==> src/common/bpc_pkg.sv <==
package bpc_pkg;

  // ---------------------------------------------------------------------------
  // Sizes
  // ---------------------------------------------------------------------------
  localparam int unsigned SLOTS    = 8;
  localparam int unsigned CMP_W    = 16;
  localparam int unsigned BYTE_W   = 8;
  localparam int unsigned ADDR_W   = 8;
  localparam int unsigned IRQ_W    = 2;

  // ---------------------------------------------------------------------------
  // Register map
  // ---------------------------------------------------------------------------
  localparam logic [7:0] ADDR_SLOT_BASE = 8'h00;  // Low byte at base+2x, high at base+2x+1
  localparam logic [7:0] ADDR_SLOT_LAST = 8'h0F;
  localparam logic [7:0] ADDR_CMP_BASE  = 8'h20;  // Compare stage, read only
  localparam logic [7:0] ADDR_CMP_LAST  = 8'h2F;
  localparam logic [7:0] ADDR_SEL       = 8'h10;
  localparam logic [7:0] ADDR_EN        = 8'h11;
  localparam logic [7:0] ADDR_CTCTL     = 8'h12;
  localparam logic [7:0] ADDR_P4LATCH   = 8'h13;
  localparam logic [7:0] ADDR_IRQ_STS   = 8'h14;
  localparam logic [7:0] ADDR_IRQ_CLR   = 8'h15;
  localparam logic [7:0] ADDR_IRQ_EN    = 8'h16;

  // ---------------------------------------------------------------------------
  // Fields and reset values
  // ---------------------------------------------------------------------------
  localparam int unsigned CTCTL_OVF_BIT = 0;
  localparam int unsigned IRQ_OVF_BIT   = 0;
  localparam int unsigned IRQ_LOAD_BIT  = 1;
  localparam logic [7:0]  RST_SEL       = 8'h00;
  localparam logic [7:0]  RST_EN        = 8'h00;
  localparam logic [7:0]  RST_P4LATCH   = 8'hFF;
  localparam logic [7:0]  RD_ZERO       = 8'h00;
  localparam logic [15:0] RST_CMP       = 16'h0000;

  // ---------------------------------------------------------------------------
  // Carriers
  // ---------------------------------------------------------------------------
  typedef struct packed {
    logic [ADDR_W-1:0] addr;
    logic [BYTE_W-1:0] wdata;
    logic              wr;
    logic              rd;
  } bpc_bus_req_t;

  typedef struct packed {
    logic [CMP_W-1:0] ct_count;
    logic             ct_ovf;
    logic [CMP_W-1:0] t2_count;
  } bpc_timebase_t;

endpackage : bpc_pkg

==> src/rtl/bpc_compare_unit.sv <==
`timescale 1ns/1ps

module bpc_compare_unit #(
  parameter int unsigned SLOTS = bpc_pkg::SLOTS
) (
  input  wire logic                        i_mclk,
  input  wire logic                        i_rst_n,
  input  wire bpc_pkg::bpc_bus_req_t       i_bus,
  input  wire bpc_pkg::bpc_timebase_t      i_tb,
  output logic [bpc_pkg::BYTE_W-1:0]       o_rdata,
  output logic [SLOTS-1:0]                 o_port4,
  output logic                             o_irq
);

  // ---------------------------------------------------------------------------
  // State
  // ---------------------------------------------------------------------------
  typedef struct packed {
    logic [SLOTS-1:0][bpc_pkg::BYTE_W-1:0] reg_lo;
    logic [SLOTS-1:0][bpc_pkg::BYTE_W-1:0] reg_hi;
    logic [SLOTS-1:0][bpc_pkg::CMP_W-1:0]  cmp;
    logic [SLOTS-1:0]                      arm;
    logic [SLOTS-1:0]                      sel;
    logic [SLOTS-1:0]                      en;
    logic [SLOTS-1:0]                      p4latch;
    logic [SLOTS-1:0]                      out;
    logic                                  ovf_flag;
    logic [bpc_pkg::IRQ_W-1:0]             irq_sts;
    logic [bpc_pkg::IRQ_W-1:0]             irq_en;
    logic [bpc_pkg::BYTE_W-1:0]            rdata;
    logic                                  irq;
  } bpc_state_t;

  bpc_state_t st;
  bpc_state_t next_st;

  // ---------------------------------------------------------------------------
  // Decode helpers
  // ---------------------------------------------------------------------------
  function automatic logic bpc_in_range(input logic [7:0] a, input logic [7:0] lo, input logic [7:0] hi);
    bpc_in_range = (a >= lo) && (a <= hi);
  endfunction : bpc_in_range

  function automatic logic [2:0] bpc_slot_of(input logic [7:0] a, input logic [7:0] base);
    logic [7:0] d;
    d = a - base;
    bpc_slot_of = d[3:1];
  endfunction : bpc_slot_of

  function automatic logic [7:0] bpc_pad(input logic [SLOTS-1:0] v);
    logic [7:0] r;
    r = bpc_pkg::RD_ZERO;
    r[SLOTS-1:0] = v;
    bpc_pad = r;
  endfunction : bpc_pad

  logic             slot_hit;
  logic             slot_is_hi;
  logic [2:0]       slot_idx;
  logic [SLOTS-1:0] lo_wr;
  logic [SLOTS-1:0] hi_wr;
  logic [SLOTS-1:0] ct_match;
  logic [SLOTS-1:0] t2_match;
  logic             any_load;

  always_comb begin
    slot_hit   = bpc_in_range(i_bus.addr, bpc_pkg::ADDR_SLOT_BASE, bpc_pkg::ADDR_SLOT_LAST);
    slot_idx   = bpc_slot_of(i_bus.addr, bpc_pkg::ADDR_SLOT_BASE);
    slot_is_hi = i_bus.addr[0];
    lo_wr      = '0;
    hi_wr      = '0;
    if (i_bus.wr && slot_hit) begin
      if (slot_is_hi) begin
        hi_wr[slot_idx] = 1'b1;
      end else begin
        lo_wr[slot_idx] = 1'b1;
      end
    end
    for (int i = 0; i < SLOTS; i++) begin
      ct_match[i] = (i_tb.ct_count == st.cmp[i]);
      t2_match[i] = (i_tb.t2_count == st.cmp[i]);
    end
  end

  // ---------------------------------------------------------------------------
  // Next state
  // ---------------------------------------------------------------------------
  always_comb begin
    next_st  = st;
    any_load = 1'b0;

    // Register writes reach the register stage; a timer 2 low-byte write also reaches the compare stage below
    for (int i = 0; i < SLOTS; i++) begin
      if (lo_wr[i]) begin
        next_st.reg_lo[i] = i_bus.wdata;
      end
      if (hi_wr[i]) begin
        next_st.reg_hi[i] = i_bus.wdata;
      end
    end
    if (i_bus.wr) begin
      case (i_bus.addr)
        bpc_pkg::ADDR_SEL:      next_st.sel     = i_bus.wdata[SLOTS-1:0];
        bpc_pkg::ADDR_EN:       next_st.en      = i_bus.wdata[SLOTS-1:0];
        bpc_pkg::ADDR_P4LATCH:  next_st.p4latch = i_bus.wdata[SLOTS-1:0];
        bpc_pkg::ADDR_IRQ_EN:   next_st.irq_en  = i_bus.wdata[bpc_pkg::IRQ_W-1:0];
        bpc_pkg::ADDR_CTCTL:    next_st.ovf_flag = i_bus.wdata[bpc_pkg::CTCTL_OVF_BIT];
        bpc_pkg::ADDR_IRQ_CLR:  next_st.irq_sts = st.irq_sts & ~i_bus.wdata[bpc_pkg::IRQ_W-1:0];
        default:                next_st.sel     = next_st.sel;
      endcase
    end

    // Compare stage loading per slot
    for (int i = 0; i < SLOTS; i++) begin
      if (st.sel[i]) begin
        // Compare timer: load only on overflow, only when armed
        // Low write racing the overflow keeps the arm, so the
        // fresh low byte goes out whole at the next period
        if (i_tb.ct_ovf && st.arm[i] && !lo_wr[i]) begin
          next_st.cmp[i] = {st.reg_hi[i], st.reg_lo[i]};
          next_st.arm[i] = 1'b0;
          any_load       = 1'b1;
        end
        if (lo_wr[i]) begin
          next_st.arm[i] = 1'b1;
        end
      end else begin
        // Timer 2: low-byte write slips straight into the compare stage
        next_st.arm[i] = 1'b0;
        if (lo_wr[i]) begin
          next_st.cmp[i] = {st.reg_hi[i], i_bus.wdata};
        end
      end
    end

    // Shared overflow flag; set beats a software clear
    if (i_tb.ct_ovf) begin
      next_st.ovf_flag = 1'b1;
    end

    // Output lines
    for (int i = 0; i < SLOTS; i++) begin
      if (!st.en[i]) begin
        next_st.out[i] = st.p4latch[i];
      end else if (st.sel[i]) begin
        if (i_tb.ct_ovf) begin
          next_st.out[i] = 1'b0;
        end else if (ct_match[i]) begin
          next_st.out[i] = 1'b1;
        end
      end else if (t2_match[i]) begin
        next_st.out[i] = st.p4latch[i];
      end
    end

    // Sticky status, set wins over clear
    if (i_tb.ct_ovf) begin
      next_st.irq_sts[bpc_pkg::IRQ_OVF_BIT] = 1'b1;
    end
    if (any_load) begin
      next_st.irq_sts[bpc_pkg::IRQ_LOAD_BIT] = 1'b1;
    end
    next_st.irq = |(next_st.irq_sts & next_st.irq_en);

    // Read data stands only in the cycle after the strobe
    next_st.rdata = bpc_pkg::RD_ZERO;
    if (i_bus.rd) begin
      if (slot_hit) begin
        next_st.rdata = slot_is_hi ? st.reg_hi[slot_idx] : st.reg_lo[slot_idx];
      end else if (bpc_in_range(i_bus.addr, bpc_pkg::ADDR_CMP_BASE, bpc_pkg::ADDR_CMP_LAST)) begin
        next_st.rdata = i_bus.addr[0]
                      ? st.cmp[bpc_slot_of(i_bus.addr, bpc_pkg::ADDR_CMP_BASE)][15:8]
                      : st.cmp[bpc_slot_of(i_bus.addr, bpc_pkg::ADDR_CMP_BASE)][7:0];
      end else begin
        case (i_bus.addr)
          bpc_pkg::ADDR_SEL:     next_st.rdata = bpc_pad(st.sel);
          bpc_pkg::ADDR_EN:      next_st.rdata = bpc_pad(st.en);
          bpc_pkg::ADDR_P4LATCH: next_st.rdata = bpc_pad(st.p4latch);
          bpc_pkg::ADDR_CTCTL: begin
            next_st.rdata = bpc_pkg::RD_ZERO;
            next_st.rdata[bpc_pkg::CTCTL_OVF_BIT] = st.ovf_flag;
          end
          bpc_pkg::ADDR_IRQ_STS: next_st.rdata = {6'h00, st.irq_sts};
          bpc_pkg::ADDR_IRQ_EN:  next_st.rdata = {6'h00, st.irq_en};
          default:               next_st.rdata = bpc_pkg::RD_ZERO;
        endcase
      end
    end
  end

  // ---------------------------------------------------------------------------
  // Registers
  // ---------------------------------------------------------------------------
  always_ff @(posedge i_mclk or negedge i_rst_n) begin
    if (!i_rst_n) begin
      st.reg_lo   <= '0;
      st.reg_hi   <= '0;
      st.cmp      <= {SLOTS{bpc_pkg::RST_CMP}};
      st.arm      <= '0;
      st.sel      <= bpc_pkg::RST_SEL[SLOTS-1:0];
      st.en       <= bpc_pkg::RST_EN[SLOTS-1:0];
      st.p4latch  <= bpc_pkg::RST_P4LATCH[SLOTS-1:0];
      st.out      <= bpc_pkg::RST_P4LATCH[SLOTS-1:0];
      st.ovf_flag <= 1'b0;
      st.irq_sts  <= '0;
      st.irq_en   <= '0;
      st.rdata    <= bpc_pkg::RD_ZERO;
      st.irq      <= 1'b0;
    end else begin
      st <= next_st;
    end
  end

  assign o_rdata = st.rdata;
  assign o_port4 = st.out;
  assign o_irq   = st.irq;

  // ---------------------------------------------------------------------------
  // Per-slot checks
  // ---------------------------------------------------------------------------
  for (genvar g = 0; g < SLOTS; g++) begin : g_chk

  end
endmodule : bpc_compare_unit

==> config.mk <==
export PLATFORM = sky130hd
export DESIGN_NAME = bpc_compare_unit
export DESIGN_NICKNAME = d
export VERILOG_FILES = /design/src/common/bpc_pkg.sv /design/src/rtl/bpc_compare_unit.sv
export SDC_FILE = /design/constraint.sdc
export NUM_CORES = 1
export LEC_CHECK = 0
export BUFFER_PORTS_ARGS = -buffer_cell sky130_fd_sc_hd__buf_2
export CAP_MARGIN = 0
export CELL_PAD_IN_SITES_DETAIL_PLACEMENT = 1
export CELL_PAD_IN_SITES_GLOBAL_PLACEMENT = 1
export CORE_MARGIN = 2
export CORE_UTILIZATION = 51
export DETAILED_ROUTE_END_ITERATION = 16
export PLACE_DENSITY_LB_ADDON = 0.1
export SETUP_SLACK_MARGIN = 0.05
export SYNTH_ARGS = -nofsm -noshare
export SYNTH_HDL_FRONTEND = slang
export SYNTH_SLANG_ARGS = --single-unit
export TNS_END_PERCENT = 50
==> constraint.sdc <==
create_clock -name i_mclk -period 2.16 [get_ports i_mclk]
set_input_delay 0 -clock i_mclk [delete_from_list [all_inputs] [get_ports i_mclk]]
set_output_delay 0 -clock i_mclk [all_outputs]
set_load 0.01 [all_outputs]
==> results.sh <==
export IMPL_insertion_delay_ps=560
export IMPL_slew_viol_final=0
export IMPL_fin_crit_ps=2036
export IMPL_power_switching_mw=4.249
export IMPL_layout_drive_gt1_share=0.3178
export IMPL_clockPowerShare=0.412
export IMPL_min_path_type="input pin to async pin"
export IMPL_intPower_mw=10.34
export IMPL_dr_pass1_iters=7
export IMPL_yosys_area_top_type="dfrtp_1"
export IMPL_r2r_start="st[47]"
export IMPL_pwr_density_cell_mw_per_mm2=696.1
export IMPL_required_ps=2610
export IMPL_cts_reportedPaths_clkPinSlew_ps=60
export IMPL_nets=1811
export IMPL_grt_pass1_vias=15540
export IMPL_clockBufferDepth=3
export IMPL_p_sw_frac=0.2911
export IMPL_root_buffer="clkbuf_16"
export IMPL_grt_setup_unrepaired="false"
export IMPL_syn_area_mm2=0.01824
export IMPL_initial_utilization=0.5154
export IMPL_ys_seq_area_frac=0.4263
export IMPL_fin_crit_sh=0.9427
export IMPL_syn_avg_cell_area_um2=11.01
export IMPL_yosys_top_cells_count="dfrtp_1 (294), mux2_2 (252), xor2_1 (173), clkbuf_1 (105), mux2i_1 (103)"
export IMPL_combPwrFrac=0.147
export IMPL_top_level_ports=70
export IMPL_hold_violations=0
export IMPL_vias=15020
export IMPL_p_total_mw=14.59
export IMPL_drt_vias_per_instance=6.687
export IMPL_synth_top_area_frac=0.4033
export IMPL_slew_headroom=0.4329
export IMPL_yosys_cell_count_top_type="dfrtp_1"
export IMPL_gp_congestion=1.039
export IMPL_cp_arrival_ps=2480
export IMPL_maxClockFrequency_mhz=491.1
export IMPL_antenna_found_initial=1
export IMPL_async_flop_share=1.000
export IMPL_fill_cells=3701
export IMPL_end_kind="flip-flop"
export IMPL_core_mm2=0.03540
export IMPL_first_iter_violations=1668
export IMPL_synthesis_nets=1710
export IMPL_cts_tree="built"
export IMPL_synthDistinctLibCells=67
export IMPL_io_buffers=69
export IMPL_yosysWarnings=0
export IMPL_die_x_um=193.1
export IMPL_synthFlopType="dfrtp_1"
export IMPL_ant_nets=0
export IMPL_setup_viol=0
export IMPL_route_detailed_drc=0
export IMPL_setup_tns_ps=0
export IMPL_die_area_mm2=0.03730
export IMPL_synthCells=1657
export IMPL_cts_made_buffers=36
export IMPL_crit_path_start_kind="flip-flop"
export IMPL_crit_type="flip-flop to flip-flop"
export IMPL_rows=69
export IMPL_post_cts_buffers=0
export IMPL_synth_edf_count=0
export IMPL_ys_ff_latch=310
export IMPL_overflow=0
export IMPL_clock_skew_ps=20.28
export IMPL_yosys_top_cells_area="dfrtp_1 (40%), mux2_2 (16%), xor2_1 (8.3%)"
export IMPL_grt_pass1_wl_mm=111.5
export IMPL_routed_wl_mm=78.22
export IMPL_track_usage=0.4253
export IMPL_areaGrowthSynthToFinish_pct=14.92
export IMPL_worstPathMaxFanout=4
export IMPL_worstMarginPinSlew_ps=850.6
export IMPL_hpwl_mm=58.10
export IMPL_ctsHtreeMaxLevel=2
export IMPL_cp_startpoint="st[47]"
export IMPL_wl_per_cell_um=34.83
export IMPL_vdd_drop_max_mv=0.7888
export IMPL_outcome="finished, final reports clean"
export IMPL_grt_start_max_net_pins=73
export IMPL_p_leak_nw=9.763
export IMPL_die_h_um=193.1
export IMPL_cts_num_sinks=310
export IMPL_sequentialPowerShare=0.441
export IMPL_drv_cap=0
## cells by family after synthesis
family,Yosys count,share of synthesized area
AO/OA/AOI/OAI,261,0.09657
XOR/XNOR,256,0.1229
buffers and inverters,165,0.03944
flip-flops,310,0.4263
multiplexers,371,0.2294
AND/OR/NAND/NOR,294,0.08539
## worst paths after layout
path / depth (start not counted) / slack, ps / end
worst max-delay path: 5 / 120 / o_irq
worst min-delay path: 2 / 40 / st[227]
worst max register to register: 5 / 120 / o_irq
worst min register to register: 1 / 530 / st[295]
max in group asynchronous: 3 / 1260 / st[23]
min in group i_mclk: 4 / 50 / st[53]
## power groups by stage
| stage | Clock (mW) | Combinational (mW) | Sequential [mW] |
|---|---|---|---|
| floorplan | 0 | 1.21 | 6.35 |
| global placement | 0 | 2.02 | 6.51 |
| detailed placement | 0 | 2.07 | 6.52 |
| CTS | 6.05 | 2.10 | 6.42 |
| global route | 6.26 | 2.26 | 6.44 |
| finish | 6.01 | 2.15 | 6.44 |
## per-stage QoR
step | hold WS, ps | setup slack (ps) | utilization | cells | cell area (um^2)
floorplan | -295.6 | -39.29 | - | 1657 | 18290
global placement | 25.22 | -59.10 | 0.5577 | 2173 | 19740
detailed placement | 26.59 | -81.94 | 0.5577 | 2173 | 19740
CTS | 32.27 | 132.7 | 0.5920 | 2245 | 20960
global route | 72.41 | 63.36 | 0.5922 | 2245 | 20960
finish | 44.98 | 123.8 | 0.5923 | 2246 | 20970
## repair_timing
| item | CTS | global route |
|---|---|---|
| endpoints found under the hold margin | 319 | 0 |
| setup endpoints to repair | 1 | 1 |
| gates resized for setup | 1 | 1 |
| hold buffers | 8 | 0 |
## registers in the layout (all words and copies together) (netlist names)
register / flops
o_irq: 1
o_port4: 8
o_rdata: 8
st: 293
## worst max-delay path: stages (launching register included)
cell      delay, ps
dfrtp_1         410
a22oi_1         280
nand4_1         130
a2111o_1        420
a2111o_1        460
a22o_1          220
## cell usage in the layout (no fill, tap or decap), types with 13 or more instances in the layout
| cell | count |
|---|---|
| buf_12 | 13 |
| clkbuf_16 | 36 |
| nand3_1 | 19 |
| nand4_1 | 24 |
| o21ai_0 | 54 |
| dfrtp_1 | 294 |
| buf_2 | 67 |
| xnor2_1 | 83 |
| mux2i_1 | 99 |
| buf_4 | 127 |
| o22ai_1 | 35 |
| xor2_1 | 173 |
| a21oi_1 | 55 |
| a211oi_1 | 13 |
| nor4_1 | 46 |
| a221oi_1 | 13 |
| o221ai_1 | 26 |
| mux2_2 | 252 |
| nand2_1 | 67 |
| nor2_1 | 65 |
| dfstp_2 | 16 |
## per-layer routing
metal / GRT usage / vias up / part of all wire
met5: 0 / - / 0
met4: 0.1780 / 0 / 0.045
met3: 0.08833 / 177 / 0.085
met2: 0.6743 / 783 / 0.46
met1: 0.5679 / 7878 / 0.41
li1: - / 6180 / -
## layout make-up
| class | count | area [um^2] | area share |
|---|---|---|---|
| Tap cell | 461 | 576.8 | 0.02751 |
| Inverter | 12 | 45.04 | 0.002148 |
| Clock buffer | 54 | 1028 | 0.04906 |
| Sequential cell | 310 | 7777 | 0.3710 |
| Antenna cell | 1 | 2.502 | 0.0001194 |
| Multi-Input combinational cell | 1182 | 9788 | 0.4669 |
| Clock inverter | 10 | 102.6 | 0.004894 |
| Timing Repair Buffer | 216 | 1644 | 0.07842 |
Power figures use the tool's default switching activity.
